$ cat config.mk
export PLATFORM = sky130hd
export DESIGN_NAME = mfs_slave
export DESIGN_NICKNAME = d
export VERILOG_FILES = /design/src/mfs_pkg.sv /design/src/mfs_slave.sv
export SDC_FILE = /design/constraint.sdc
export NUM_CORES = 1
export LEC_CHECK = 0
export ABC_AREA = 1
export BUFFER_PORTS_ARGS = -buffer_cell sky130_fd_sc_hd__clkbuf_2
export CORE_AREA = 2 2 189 191
export CTS_BUF_LIST = sky130_fd_sc_hd__clkbuf_8
export DETAILED_ROUTE_END_ITERATION = 12
export DIE_AREA = 0 0 191 193
export SYNTH_ARGS = -nofsm -noshare
export SYNTH_HDL_FRONTEND = slang
export SYNTH_SLANG_ARGS = --single-unit
$ cat constraint.sdc
create_clock -name clk_in -period 3.89 [get_ports clk_in]
set_clock_uncertainty 0.1 [all_clocks]
set_input_delay 0.389 -clock clk_in [delete_from_list [all_inputs] [get_ports clk_in]]
set_output_delay 0.389 -clock clk_in [all_outputs]
set_load 0.005 [all_outputs]
$ cat src/mfs_pkg.sv
// mfs_pkg: constants, types and helpers for the float register slave
package mfs_pkg;
  // function codes and exception answers
  localparam logic [7:0] FC_READ = 8'h03;
  localparam logic [7:0] FC_WRITE = 8'h10;
  localparam logic [7:0] EXC_FLAG = 8'h80;
  localparam logic [7:0] EXC_FUNC = 8'h01;
  localparam logic [7:0] EXC_ADDR = 8'h02;
  localparam logic [7:0] EXC_VALUE = 8'h03;
  localparam logic [7:0] EXC_FAIL = 8'h04;
  // register index mapping and count limits
  localparam logic [15:0] REG_BASE = 16'h0100;
  localparam logic [15:0] WRITE_REG = 16'h01aa;
  localparam logic [15:0] READ_MIN_REGS = 16'h0002;
  localparam logic [15:0] READ_MAX_REGS = 16'h007c;
  localparam logic [15:0] WRITE_REGS = 16'h0002;
  localparam logic [7:0] WRITE_BYTES = 8'h04;
  // size of the parameter list behind the slave, a plain default
  localparam logic [8:0] PARAM_COUNT = 9'h040;
  // request body lengths without address and checksum
  localparam logic [7:0] READ_BODY = 8'h05;
  localparam logic [7:0] WRITE_BODY = 8'h0a;
  localparam logic [7:0] SERIAL_EXTRA = 8'h03;
  localparam logic [7:0] SERIAL_MIN = 8'h04;
  // stored request bytes; longer frames are counted, not kept
  localparam logic [7:0] BUF_DEPTH = 8'h0c;
  localparam logic [2:0] ECHO_LEN = 3'h6;
  // written float values that pick the calibration state
  localparam logic [31:0] VAL_MEASURE = 32'h00000000;
  localparam logic [31:0] VAL_CYCLE = 32'h3f800000;
  localparam logic [31:0] VAL_ZERO = 32'h40000000;
  localparam logic [31:0] VAL_SPAN = 32'h40400000;
  // checksum
  localparam logic [15:0] CRC_INIT = 16'hffff;
  localparam logic [15:0] CRC_POLY = 16'ha001;

  typedef enum logic [1:0] {
    MFS_MEASURE = 2'b00,
    MFS_CYCLE = 2'b01,
    MFS_ZERO = 2'b10,
    MFS_SPAN = 2'b11
  } mfs_cal_type;

  typedef enum logic [2:0] {
    ST_IDLE = 3'b000,
    ST_CHECK = 3'b001,
    ST_HDR = 3'b010,
    ST_DATA = 3'b011,
    ST_CRC_HI = 3'b100,
    ST_CRC_LO = 3'b101
  } mfs_state_type;

  // one byte through the reflected checksum polynomial
  function automatic logic [15:0] mfs_crc_byte(input logic [15:0] crc, input logic [7:0] data);
    logic [15:0] c;
    c = crc ^ {8'h00, data};
    for (int i = 0; i < 8; i++) begin
      c = c[0] ? ((c >> 1) ^ CRC_POLY) : (c >> 1);
    end
    return c;
  endfunction
endpackage

$ cat src/mfs_slave.sv
// mfs_slave: request parser, checker and responder for the float register slave
`timescale 1ns/1ps
`default_nettype none

// Behaviour
// - only function 3 (read) and 16 (write) are served; others give exception 1
// - serial frames start with the configured slave address; tcp frames have none
// - serial frames end with the crc, high byte first; tcp frames have none
// - start register is list number times two plus 256, high byte first
// - read returns consecutive parameters from the start register
// - endian input places the float's top byte rightmost (big) or leftmost (little)
// - read answer: address, 3, register count, float bytes, crc
// - only write target is register 426 (0x01aa) with count 2, setting calibration state
// - written value picks measure, cycle, zero or span
// - good write is answered by echoing the first six request bytes
// - error answer carries function plus 128, one exception byte and crc
// - exception 1 function, 2 address, 3 value, 4 slave failure
module mfs_slave
  import mfs_pkg::*;
(
  input wire logic clk_in,
  input wire logic rst_n_in,
  input wire logic tcp_mode_in,
  input wire logic [7:0] serial_id_in,
  input wire logic big_endian_in,
  input wire logic param_fail_in,
  input wire logic [7:0] rx_data_in,
  input wire logic rx_valid_in,
  input wire logic rx_end_in,
  output logic rx_ready_out,
  output logic [7:0] param_index_out,
  input wire logic [31:0] param_data_in,
  output logic [7:0] tx_data_out,
  output logic tx_valid_out,
  output logic tx_last_out,
  input wire logic tx_ready_in,
  output mfs_cal_type cal_mode_out,
  output logic cal_update_out
);

  // pick byte j of a float in wire order
  function automatic logic [7:0] pick_byte(input logic [31:0] f, input logic [1:0] j, input logic big);
    logic [1:0] k;
    k = big ? j : 2'(2'd3 - j);
    return f[8 * k +: 8];
  endfunction

  mfs_state_type state;
  logic [7:0] buf_mem [0:11];
  logic [7:0] rx_len;
  logic [7:0] last0;
  logic [7:0] last1;
  logic [15:0] crc_run;
  logic [15:0] crc_d1;
  logic [15:0] crc_d2;
  logic [15:0] tx_crc;
  logic [7:0] resp [0:5];
  logic [2:0] hlen;
  logic [2:0] hk;
  logic [1:0] bk;
  logic [6:0] vals_left;
  logic read_go;
  logic can_load;
  // decision terms
  logic [3:0] base;
  logic [7:0] fc;
  logic [15:0] start;
  logic [15:0] cnt;
  logic [31:0] wval;
  logic [15:0] first_idx;
  logic [7:0] body_len;
  logic next_drop;
  logic next_read;
  logic next_write;
  logic [7:0] next_exc;
  mfs_cal_type next_mode;

  assign rx_ready_out = (state == ST_IDLE);
  assign can_load = !tx_valid_out || tx_ready_in;

  ////////////////////////////////////////////////////////////////////////////
  // receive side
  // request bytes; storage needs no reset, length gates every use
  always_ff @(posedge clk_in) begin
    if (rx_ready_out && rx_valid_in && rx_len < BUF_DEPTH) begin
      buf_mem[rx_len[3:0]] <= rx_data_in;
    end
  end

  // length, last two bytes and a checksum lagging two bytes behind
  always_ff @(posedge clk_in or negedge rst_n_in) begin
    if (!rst_n_in) begin
      rx_len <= 8'h00;
      last0 <= 8'h00;
      last1 <= 8'h00;
      crc_run <= CRC_INIT;
      crc_d1 <= CRC_INIT;
      crc_d2 <= CRC_INIT;
    end else if (state == ST_CHECK) begin
      rx_len <= 8'h00;
      crc_run <= CRC_INIT;
      crc_d1 <= CRC_INIT;
      crc_d2 <= CRC_INIT;
    end else if (rx_ready_out && rx_valid_in) begin
      rx_len <= rx_len + {7'h00, rx_len != 8'hff}; // saturates, long frames stay long
      last1 <= last0;
      last0 <= rx_data_in;
      crc_d2 <= crc_d1;
      crc_d1 <= crc_run;
      crc_run <= mfs_crc_byte(crc_run, rx_data_in);
    end
  end

  ////////////////////////////////////////////////////////////////////////////
  // request check
  // field offsets shift by one when the address byte is present
  always_comb begin
    base = tcp_mode_in ? 4'h0 : 4'h1;
    fc = buf_mem[base];
    start = {buf_mem[base + 4'h1], buf_mem[base + 4'h2]};
    cnt = {buf_mem[base + 4'h3], buf_mem[base + 4'h4]};
    if (big_endian_in) begin
      wval = {buf_mem[base + 4'h9], buf_mem[base + 4'h8], buf_mem[base + 4'h7], buf_mem[base + 4'h6]};
    end else begin
      wval = {buf_mem[base + 4'h6], buf_mem[base + 4'h7], buf_mem[base + 4'h8], buf_mem[base + 4'h9]};
    end
    first_idx = (start - REG_BASE) >> 1;
    body_len = tcp_mode_in ? rx_len : rx_len - SERIAL_EXTRA;
    // silent drop: checksum is compared high byte first
    next_drop = !tcp_mode_in && (rx_len < SERIAL_MIN || buf_mem[0] != serial_id_in
                || crc_d2 != {last1, last0});
    next_read = 1'b0;
    next_write = 1'b0;
    next_exc = 8'h00;
    next_mode = MFS_MEASURE;
    case (wval)
      VAL_MEASURE: next_mode = MFS_MEASURE;
      VAL_CYCLE: next_mode = MFS_CYCLE;
      VAL_ZERO: next_mode = MFS_ZERO;
      VAL_SPAN: next_mode = MFS_SPAN;
      default: next_mode = MFS_MEASURE;
    endcase
    if (fc == FC_READ) begin
      if (body_len != READ_BODY || cnt[0] || cnt < READ_MIN_REGS || cnt > READ_MAX_REGS) begin
        next_exc = EXC_VALUE;
      end else if (start < REG_BASE || start[0]
                   || first_idx + {1'b0, cnt[15:1]} > {7'h00, PARAM_COUNT}) begin
        next_exc = EXC_ADDR;
      end else if (param_fail_in) begin
        next_exc = EXC_FAIL;
      end else begin
        next_read = 1'b1;
      end
    end else if (fc == FC_WRITE) begin
      if (start != WRITE_REG) begin
        next_exc = EXC_ADDR;
      end else if (body_len != WRITE_BODY || cnt != WRITE_REGS || buf_mem[base + 4'h5] != WRITE_BYTES) begin
        next_exc = EXC_VALUE;
      end else if (wval != VAL_MEASURE && wval != VAL_CYCLE && wval != VAL_ZERO && wval != VAL_SPAN) begin
        next_exc = EXC_VALUE;
      end else begin
        next_write = 1'b1;
      end
    end else begin
      next_exc = EXC_FUNC;
    end
  end

  // calibration state, changed only by an accepted write
  always_ff @(posedge clk_in or negedge rst_n_in) begin
    if (!rst_n_in) begin
      cal_mode_out <= MFS_MEASURE;
      cal_update_out <= 1'b0;
    end else begin
      cal_update_out <= 1'b0;
      if (state == ST_CHECK && !next_drop && next_write) begin
        cal_mode_out <= next_mode;
        cal_update_out <= 1'b1;
      end
    end
  end

  ////////////////////////////////////////////////////////////////////////////
  // answer sequencer; one byte loads whenever the output slot is free
  always_ff @(posedge clk_in or negedge rst_n_in) begin
    if (!rst_n_in) begin
      state <= ST_IDLE;
      tx_data_out <= 8'h00;
      tx_valid_out <= 1'b0;
      tx_last_out <= 1'b0;
      tx_crc <= CRC_INIT;
      hlen <= 3'h0;
      hk <= 3'h0;
      bk <= 2'h0;
      vals_left <= 7'h00;
      read_go <= 1'b0;
      param_index_out <= 8'h00;
      for (int i = 0; i < 6; i++) begin
        resp[i] <= 8'h00;
      end
    end else begin
      if (tx_valid_out && tx_ready_in) begin
        tx_valid_out <= 1'b0;
        tx_last_out <= 1'b0;
      end
      case (state)
        ST_IDLE: begin
          if (rx_end_in) begin
            state <= ST_CHECK;
          end
        end
        ST_CHECK: begin
          hk <= 3'h0;
          bk <= 2'h0;
          tx_crc <= CRC_INIT;
          read_go <= next_read;
          param_index_out <= first_idx[7:0];
          vals_left <= cnt[7:1];
          resp[0] <= buf_mem[0];
          resp[5] <= buf_mem[5];
          if (next_drop) begin
            state <= ST_IDLE;
          end else if (next_write) begin
            // echo of the leading request bytes as received
            for (int i = 1; i < 5; i++) begin
              resp[i] <= buf_mem[i];
            end
            hlen <= ECHO_LEN;
            state <= ST_HDR;
          end else if (next_read) begin
            resp[base[2:0]] <= FC_READ;
            resp[base[2:0] + 3'h1] <= cnt[15:8];
            resp[base[2:0] + 3'h2] <= cnt[7:0];
            hlen <= base[2:0] + 3'h3;
            state <= ST_HDR;
          end else begin
            resp[base[2:0]] <= fc | EXC_FLAG;
            resp[base[2:0] + 3'h1] <= next_exc;
            hlen <= base[2:0] + 3'h2;
            state <= ST_HDR;
          end
        end
        ST_HDR: begin
          if (can_load) begin
            tx_data_out <= resp[hk];
            tx_valid_out <= 1'b1;
            tx_crc <= mfs_crc_byte(tx_crc, resp[hk]);
            hk <= hk + 3'h1;
            if (hk == hlen - 3'h1) begin
              if (read_go) begin
                state <= ST_DATA;
              end else if (tcp_mode_in) begin
                tx_last_out <= 1'b1;
                state <= ST_IDLE;
              end else begin
                state <= ST_CRC_HI;
              end
            end
          end
        end
        ST_DATA: begin
          if (can_load) begin
            // parameter value is read straight from the index output
            tx_data_out <= pick_byte(param_data_in, bk, big_endian_in);
            tx_valid_out <= 1'b1;
            tx_crc <= mfs_crc_byte(tx_crc, pick_byte(param_data_in, bk, big_endian_in));
            bk <= bk + 2'h1;
            if (bk == 2'h3) begin
              param_index_out <= param_index_out + 8'h01;
              vals_left <= vals_left - 7'h01;
              if (vals_left == 7'h01) begin
                tx_last_out <= tcp_mode_in;
                state <= tcp_mode_in ? ST_IDLE : ST_CRC_HI;
              end
            end
          end
        end
        ST_CRC_HI: begin
          if (can_load) begin
            tx_data_out <= tx_crc[15:8];
            tx_valid_out <= 1'b1;
            state <= ST_CRC_LO;
          end
        end
        ST_CRC_LO: begin
          if (can_load) begin
            tx_data_out <= tx_crc[7:0];
            tx_valid_out <= 1'b1;
            tx_last_out <= 1'b1;
            state <= ST_IDLE;
          end
        end
        default: state <= ST_IDLE;
      endcase
    end
  end
endmodule

`default_nettype wire

---- Yosys cells after proc, flatten, opt, wreduce, memory -nomap -nowiden ----
Memory sizes are Yosys's and may differ from the RTL's.
Index checks and enable logic that the tools add are counted.
cells by class
  shifts and indexed selects .............. 1
  reductions and logical operators ........ 41
  add/subtract/negate cells ............... 22
  eq/ne operators ......................... 32
  bitwise operators ....................... 36
  mux-type cells .......................... 120
  multipliers ............................. 0
  divide/modulo/power cells ............... 0
  magnitude comparators ................... 13
operators with widths
  operator              count
  $mux 16               32
  $bwmux 48             4
  $mux 8                20
  $mux 48               2
  $demux 8 s3           3
  $not 2->3             24
  $eq 32x31->1 const B  2
  $mux 32               2
  $ne 32x31->1 const B  2
  $pmux 16 s3           1
  $xor 16x8->16         3
  $mux 3                14
  $and 36x36->36        1
  $not 36->36           1
  $eq 32x30->1 const B  1
  $gt 16x7->1 const B   2
  $ne 32x30->1 const B  1
  $pmux 8 s4            1
  $reduce_bool 32->1    1
  $shiftx 32x6->8       1
  $mux 1                25
  $bmux 8 s3            1
  $pmux 3 s6            1
  $add 1x3->4 const B   4
  60 further kinds      116
storage, ports and cells
  bits of input ports ..................... 56
  logic and storage cells ................. 291
  bits in latches ......................... 0
  register bits ........................... 176
  memory bits (writable) .................. 96
  bits in read-only memories .............. 0
  memories ................................ 1
memory list
  name     words  bits a word  rd ports  clocked after Yosys merged registers in  write ports  RTL line         source
  buf_mem  12     8            16        0                                        1            mfs_slave.sv:49  logic [7:0] buf_mem [0:11];

---- Longest topological paths before layout ----
Gate-level depths: netlist of the first run.
  depth after elaboration ................. 23
  gate-level depth with buffers ........... 29
  depth with buffers taken out ............ 27

---- Worst setup path after synthesis of the first run ----
Ideal clock, no wire load.
  kind .................................... input to register
  from .................................... input tcp_mode_in
  to ...................................... register (tool-made name)
  slack ................................... -0.243 ns
  path buffers ............................ 3
  stages .................................. 26
  data required time ...................... 3.673 ns
  setup time .............................. 0.117 ns
  arrival time ............................ 3.917 ns
  cell sequence ........................... buf_4 > buf_6 > clkbuf_1 > o21ai_0 > ha_1 > inv_1 > nor2_1 > nand3_1 > xor2_1 > ha_1 > nand2_1 > nor2_1 > inv_1 > nand4_1 > nor2_1 > nand4_1 > nor2_1 > nand4_1 > a211oi_1 > nand3_1 > nand3b_1 > ha_1 > a21oi_1 > inv_1 > nand2_1 > nand2_1
RTL lines
  what             RTL line         source
  start, declared  mfs_slave.sv:23  input wire logic tcp_mode_in,

==> results.md, run 1 <==
* Outcome: completed
* Max FO, Critical Path at 3
* Sequential cell area at 0.00687 mm^2
* Unrepaired setup endpoints after global routing: yes
* Syn Area/Cell at 7.72 um^2
* Max Freq at 264 MHz
* Gr ovfl total at 0
* Worst slew pin tran at 0.953 ns
* Post-route ant nets at 0
* Fin crit share at 97.3%
* CP max-delay cell: edfxtp_1
* Initial DRT Pass Iterations at 5
* Vias in the first global route at 13400
* Highest metal used: met4
* Post-Route M1 WL at 21800 um
* Metal3 WL at 2390 um
* R2r startpoint: buf_mem[2][1]
* GRT Util Overall at 25.6%
* CTS tree: done
* Mapped Area at 0.0156 mm^2
* DR vias at 14200
* IO Port Bufs at 77
* Register area share after synthesis at 44.1%
* Drt wl/cell at 17.3 um
* # IOs at 78
* Die H at 193 um
* Cell Chain, Critical Path: o21ai_2, nand3_2, nand3b_1, nand3b_1, xor2_1, ha_1, a21oi_1, nand4_1, nor2_2, nand4_1, nor2_1, nand4_1, a211oi_2, nand3_1, nand3b_1, ha_2, a21oi_2, buf_4, nand2_1, nand2_1
* Commonest non-fill, non-tap cell in the layout: nand2_1
* Final GP Congestion at 0.966
* Clock root cell: clkbuf_8
* Buf+Inv Stages, Crit Path at 1
* Leak at 8.72 nW
* Unique masters post-synth at 65
* Pwr per Cell Area at 661 mW/mm^2
* Synth-to-Final Area Change at 18.3%
* Antenna violations before repair at 0
* Post-Syn Nets at 2106
* HPWL after DPL at 35300 um
* Tmin final at 3.79 ns
* Clock Sinks at 254
* HP Class: primary input to flip-flop
* Met2 wire length at 21700 um
* Multi-input gate area at 0.00763 mm^2
* Fillcell total at 3437
* Type of origin of the critical path: flip-flop
* Drt via density at 5.24
* Kind of critical path: flip-flop to flip-flop
* Setup TNS at 0 ns
* Cells after Synth at 2016
* Crit path DAT at 4.21 ns
* Final core occ at 52.7%
* Max incr delay on CP at 0.48 ns
* First-pass GRT wire length at 73300 um
* Yosys reg bits at 254
* Core area at 0.0350 mm^2
* Origin of the worst setup path: buf_mem[2][1]
* Cell family with most CP delay: simple AND/OR/NAND/NOR gates
* Layout cells sized above 1 at 19.8%
* Clock-pin slew on the worst setup and hold paths at 0.06 ns
* H-tree Lvls at 2
* VDD IR-drop max at 0.467 mV
* Final wirelength at 46900 um
* N_diodes at 0
* Row cnt at 69
* Residual DRC at 0
* Max clock buf depth at 3
* Initial Util at 44.5%
* Final Max Slew Viols at 0
* Hold_sp: tx_ready_in
* Crit. End Element: flip-flop
* FFs w/ async S/R, synth at 65.4%
* Post-synth top flop: dfrtp_1
* Die Span X at 191 um
* Worst-skew pair later-pin latency at 0.61 ns
* Most frequent cells in the layout: nand2_1, inv_1, nor2_1, o21ai_0, nand3_1
* Largest net degree at the start of global routing at 96
* Max-cap violations at 0
* Yosys warns at 0
* EDFF count, synth at 88
* Final setup fails at 0
* CTS buffer count at 45
* Total die area at 0.0369 mm^2
* Worst EP required at 4.32 ns
* Hold Violations, Final at 0
* Worst slew margin at 36.2%
* Fin nets at 2303
* Starting DRT DRC Count at 1023
## cell usage after synthesis (7+ instances only)
cell type    n  area share, %
inv_1      239            5.8
o211ai_1    10           0.48
o21ai_0    163            5.2
buf_2       14           0.45
nand2_2      7           0.28
xor2_1      42            2.4
nand2_1    495             12
dfstp_2     54            9.1
nand4_1     28            1.1
a22oi_1     11           0.53
nor3_1      34            1.1
edfxtp_1    88             17
dfrtp_1    112             18
buf_4       11           0.53
nand3_1    161            5.2
o21ai_1     41            1.3
clkbuf_1    37           0.89
nor4_1      15           0.60
o31ai_1      7           0.34
xnor2_1     29            1.6
a21oi_1     75            2.4
ha_1        33            2.7
a21oi_2      7           0.39
nor2_1     178            4.3
nand3b_1     8           0.39
or2_2       20           0.80
## registers in the layout, indices dropped and copies added, names as in the netlist, 2 cells and up, named ones only
name and cells:
state 3, param_index_out 8, last1 8, hlen 3, rx_len 8, vals_left 7
bk 2, hk 3, buf_mem 88, last0 8, crc_d2 11, crc_run 16
cal_mode_out 2, crc_d1 11, tx_crc 16, tx_data_out 8, resp 29
## repair_timing
| item | in CTS | in global routing |
|---|---|---|
| pin swaps | 0 | 28 |
| endpoints found under the hold margin | 89 | 0 |
| buffers inserted | 0 | 7 |
| setup endpoints to repair | 5 | 24 |
| resized for setup | 2 | 56 |
| hold buffers | 1 | 0 |
## cells by family (layout without fill, tap and decap cells)
group                    count (synthesis)  after routing  share of synthesized area [%]
AND/OR/NAND/NOR                        967            967                           26.8
flip-flops                             254            254                           44.1
adder cells (fa/ha/maj)                 34             34                           2.78
AO/OA/AOI/OAI                          368            368                           13.6
multiplexers                             7              7                          0.482
XOR/XNOR                                72             72                           4.10
buffers and inverters                  314            548                           8.13
## final cells by class
| type | instances | share of cell area, % |
|---|---|---|
| multi-input cells | 1448 | 41.4 |
| flip-flops and latches | 254 | 37.3 |
| repair buffers | 219 | 8.12 |
| inverters | 245 | 5.02 |
| clock buffers | 54 | 4.04 |
| well taps | 461 | 3.13 |
| clock inverters | 30 | 1.01 |
## layer usage
metal,GRT usage (%),vias up
met3,3.89,57
met4,6.92,0
met2,42.7,406
met1,35.0,6651
li1,-,7081
met5,0,-
## worst paths after layout
check	endpoint	slack, ns	depth (start not counted)
worst max-delay path	flip-flop	0.10	20
worst min-delay path	tx_last_out	0.06	4
worst max register to register	flip-flop	0.10	20
worst min register to register	resp[36]	0.37	2
max in group asynchronous	tx_data_out[1]	2.67	3
min in group asynchronous	last0[4]	0.09	2
## where the power goes
| group | total [mW] | internal [mW] | switching (mW) |
|---|---|---|---|
| clock | 2.54 | 1.40 | 1.14 |
| combinational | 5.51 | 1.90 | 3.61 |
| sequential | 4.12 | 3.63 | 0.489 |
## tightest hold or removal path, delay by kind of cell
family	cells	cell delay, ns
buffers and inverters	1	0.09
and+or+nand+nor	3	0.23
## per-stage QoR
step,total power [mW],instance area [um^2],instances,worst slack [ns],hold slack (ns)
after floorplan,7.91,15600,2016,0.0352,-0.00659
after global placement,9.45,17200,2619,-0.110,0.157
after detailed placement,9.56,17200,2619,-0.190,0.155
after CTS,12.2,18200,2704,0.0183,0.0115
after global routing,13.2,18400,2711,-0.141,0.0478
final,12.2,18400,2711,0.103,0.0627
Note: power is estimated with default switching activity, not from simulation.
==> inputs of run 2 (changes only) <==
- CORE_AREA: 2 2 189 191 -> 2 2 167 169
- DIE_AREA: 0 0 191 193 -> 0 0 169 171
- PLACE_DENSITY: default -> 0.79
==> results.md, run 2 (synthesized netlist as in run 1, its figures left out) <==
* Pwr per Cell Area at 661 mW/mm^2
* Crit path top cell by count: nand4_1
* HPWL after DPL at 33700 um
* Antenna violations before repair at 0
* GRT Util Overall at 31.3%
* Fin crit share at 98.7%
* Die H at 171 um
* Max FFs per register at 88
* CTS tree: done
* Initial Util at 57.0%
* Synth-to-Final Area Change at 16.0%
* Placed cell area at 0.0170 mm^2
* Drt wl/cell at 17.5 um
* N_diodes at 0
* Worst r2r path cells at 21
* Post-route ant nets at 0
* Largest net degree at the start of global routing at 107
* Hold Path Sink: tx_last_out
* Hold_sp: tx_ready_in
* Starting DRT DRC Count at 1648
* Clock Sinks at 254
* Layout cells sized above 1 at 18.7%
* Final GP Congestion at 1.04
* Leak at 8.60 nW
* Vias in the first global route at 13900
* Final setup fails at 0
* HP Class: primary input to flip-flop
* Outcome: completed
* DR vias at 14800
* IO Port Bufs at 77
* Worst R2R End: hlen[0]
* R2r startpoint: buf_mem[1][0]
* Residual DRC at 0
* Max incr delay on CP at 0.42 ns
* Worst-skew pair later-pin latency at 0.56 ns
* Unrepaired setup endpoints after global routing: yes
* Initial DRT Pass Iterations at 6
* Tmin final at 3.84 ns
* CP max-delay cell: edfxtp_1
* Max Freq at 261 MHz
* Max FO, Critical Path at 3
* Final wirelength at 45100 um
* Type of origin of the critical path: flip-flop
* Worst slew pin tran at 0.895 ns
* Core area at 0.0273 mm^2
* Cell area after layout at 0.0180 mm^2
* Total die area at 0.0289 mm^2
* Cell Chain, Critical Path: inv_2, nand2_2, o21ai_2, nand3_1, nand3b_1, nand3b_1, xor2_1, ha_1, nand2_2, or2_4, nand4_1, nor2_2, nand4_1, nor2_1, nand4_1, a211oi_2, nand3_2, nor3_2, ha_2, nand3_2, o21ai_1
* Clock root cell: clkbuf_8
* Hold Violations, Final at 0
* Buf+Inv Stages, Crit Path at 1
* Most frequent cells in the layout: nand2_1, inv_1, nor2_1, nand3_1, o21ai_0
* Final Max Slew Viols at 0
* VDD IR-drop max at 0.436 mV
* Crit path DAT at 4.15 ns
* Max-cap violations at 0
* Drt via density at 5.73
* Worst hold path cell count at 4
* Fin nets at 2286
* Fillcell total at 2329
* Worst slew margin at 40.1%
* Kind of critical path: flip-flop to flip-flop
* Worst EP required at 4.20 ns
* Die Span X at 169 um
* Commonest non-fill, non-tap cell in the layout: nand2_1
* Gr ovfl total at 0
* First-pass GRT wire length at 71700 um
* Overall Power at 11.9 mW
* Cell family with most CP delay: simple AND/OR/NAND/NOR gates
* Reg2Reg Setup Slack at 0.05 ns
* Row cnt at 61
* Max clock buf depth at 3
* H-tree Lvls at 2
* Clock-pin slew on the worst setup and hold paths at 0.06 ns
* Crit. End Element: flip-flop
* CTS buffer count at 43
* # IOs at 78
run 2: worst max path at each step:
stage | cells past startpoint | to | startpoint
CTS | 25 | resp[34] | buf_mem[2][0]
finish | 21 | hlen[0] | buf_mem[1][0]
global placement | 22 | resp[47] | tcp_mode_in
detailed placement | 27 | resp[34] | tcp_mode_in
floorplan | 26 | flip-flop | tcp_mode_in
global route | 21 | flip-flop | buf_mem[2][0]
run 2: power breakdown:
part	switching, mW	internal (mW)	total [mW]
logic	3.58	1.88	5.46
clock network	1.11	1.23	2.34
registers	0.500	3.63	4.13
run 2: what timing repair did:
item | 4_1_cts | 5_1_grt
pin swaps | 0 | 16
hold endpoints to repair | 45 | 0
setup buffers | 0 | 10
gates cloned | 0 | 0
hold buffers | 1 | 0
endpoints found under the setup margin | 4 | 24
gates resized for setup | 2 | 46
run 2: stage by stage:
stage / hold WS [ns] / utilization, % / TNS, ns / std cells / setup WS (ns)
2_1_floorplan: -0.00659 / - / 0 / 2016 / 0.0352
3_3_place_gp: 0.331 / 62.1 / -1.46 / 2486 / -0.101
3_5_place_dp: 0.332 / 62.1 / -3.42 / 2486 / -0.218
4_1_cts: 0.0629 / 65.2 / 0 / 2566 / 0.0380
5_1_grt: 0.105 / 66.1 / -1.14 / 2576 / -0.182
6_report: 0.0776 / 66.1 / 0 / 2576 / 0.0524
run 2: layer usage:
layer  wire length (um)  part of all wire (%)  track usage [%]
met1              19100                    42             42.3
met2              20800                    46             51.8
met3               3780                   8.4             5.16
met4               1540                   3.4             10.5
met5                  0                     0                0
run 2: worst reg2reg max path: stages, from the launching register on:
cell and delay (ns):
edfxtp_1 0.42, inv_2 0.10, nand2_2 0.05, o21ai_2 0.10
nand3_1 0.14, nand3b_1 0.22, nand3b_1 0.20, xor2_1 0.16
ha_1 0.35, nand2_2 0.11, or2_4 0.12, nand4_1 0.10
nor2_2 0.13, nand4_1 0.09, nor2_1 0.13, nand4_1 0.11
a211oi_2 0.23, nand3_2 0.14, nor3_2 0.24, ha_2 0.31
nand3_2 0.07, o21ai_1 0.08
run 2: area by class of cell:
type | instances | area, um^2 | area share, %
multi-input combinational | 1448 | 7610 | 42.2
sequential | 254 | 6860 | 38.0
timing repair buffer | 204 | 1380 | 7.62
inverter | 245 | 925 | 5.12
clock buffer | 49 | 674 | 3.74
tap | 346 | 433 | 2.40
clock inverter | 30 | 169 | 0.936
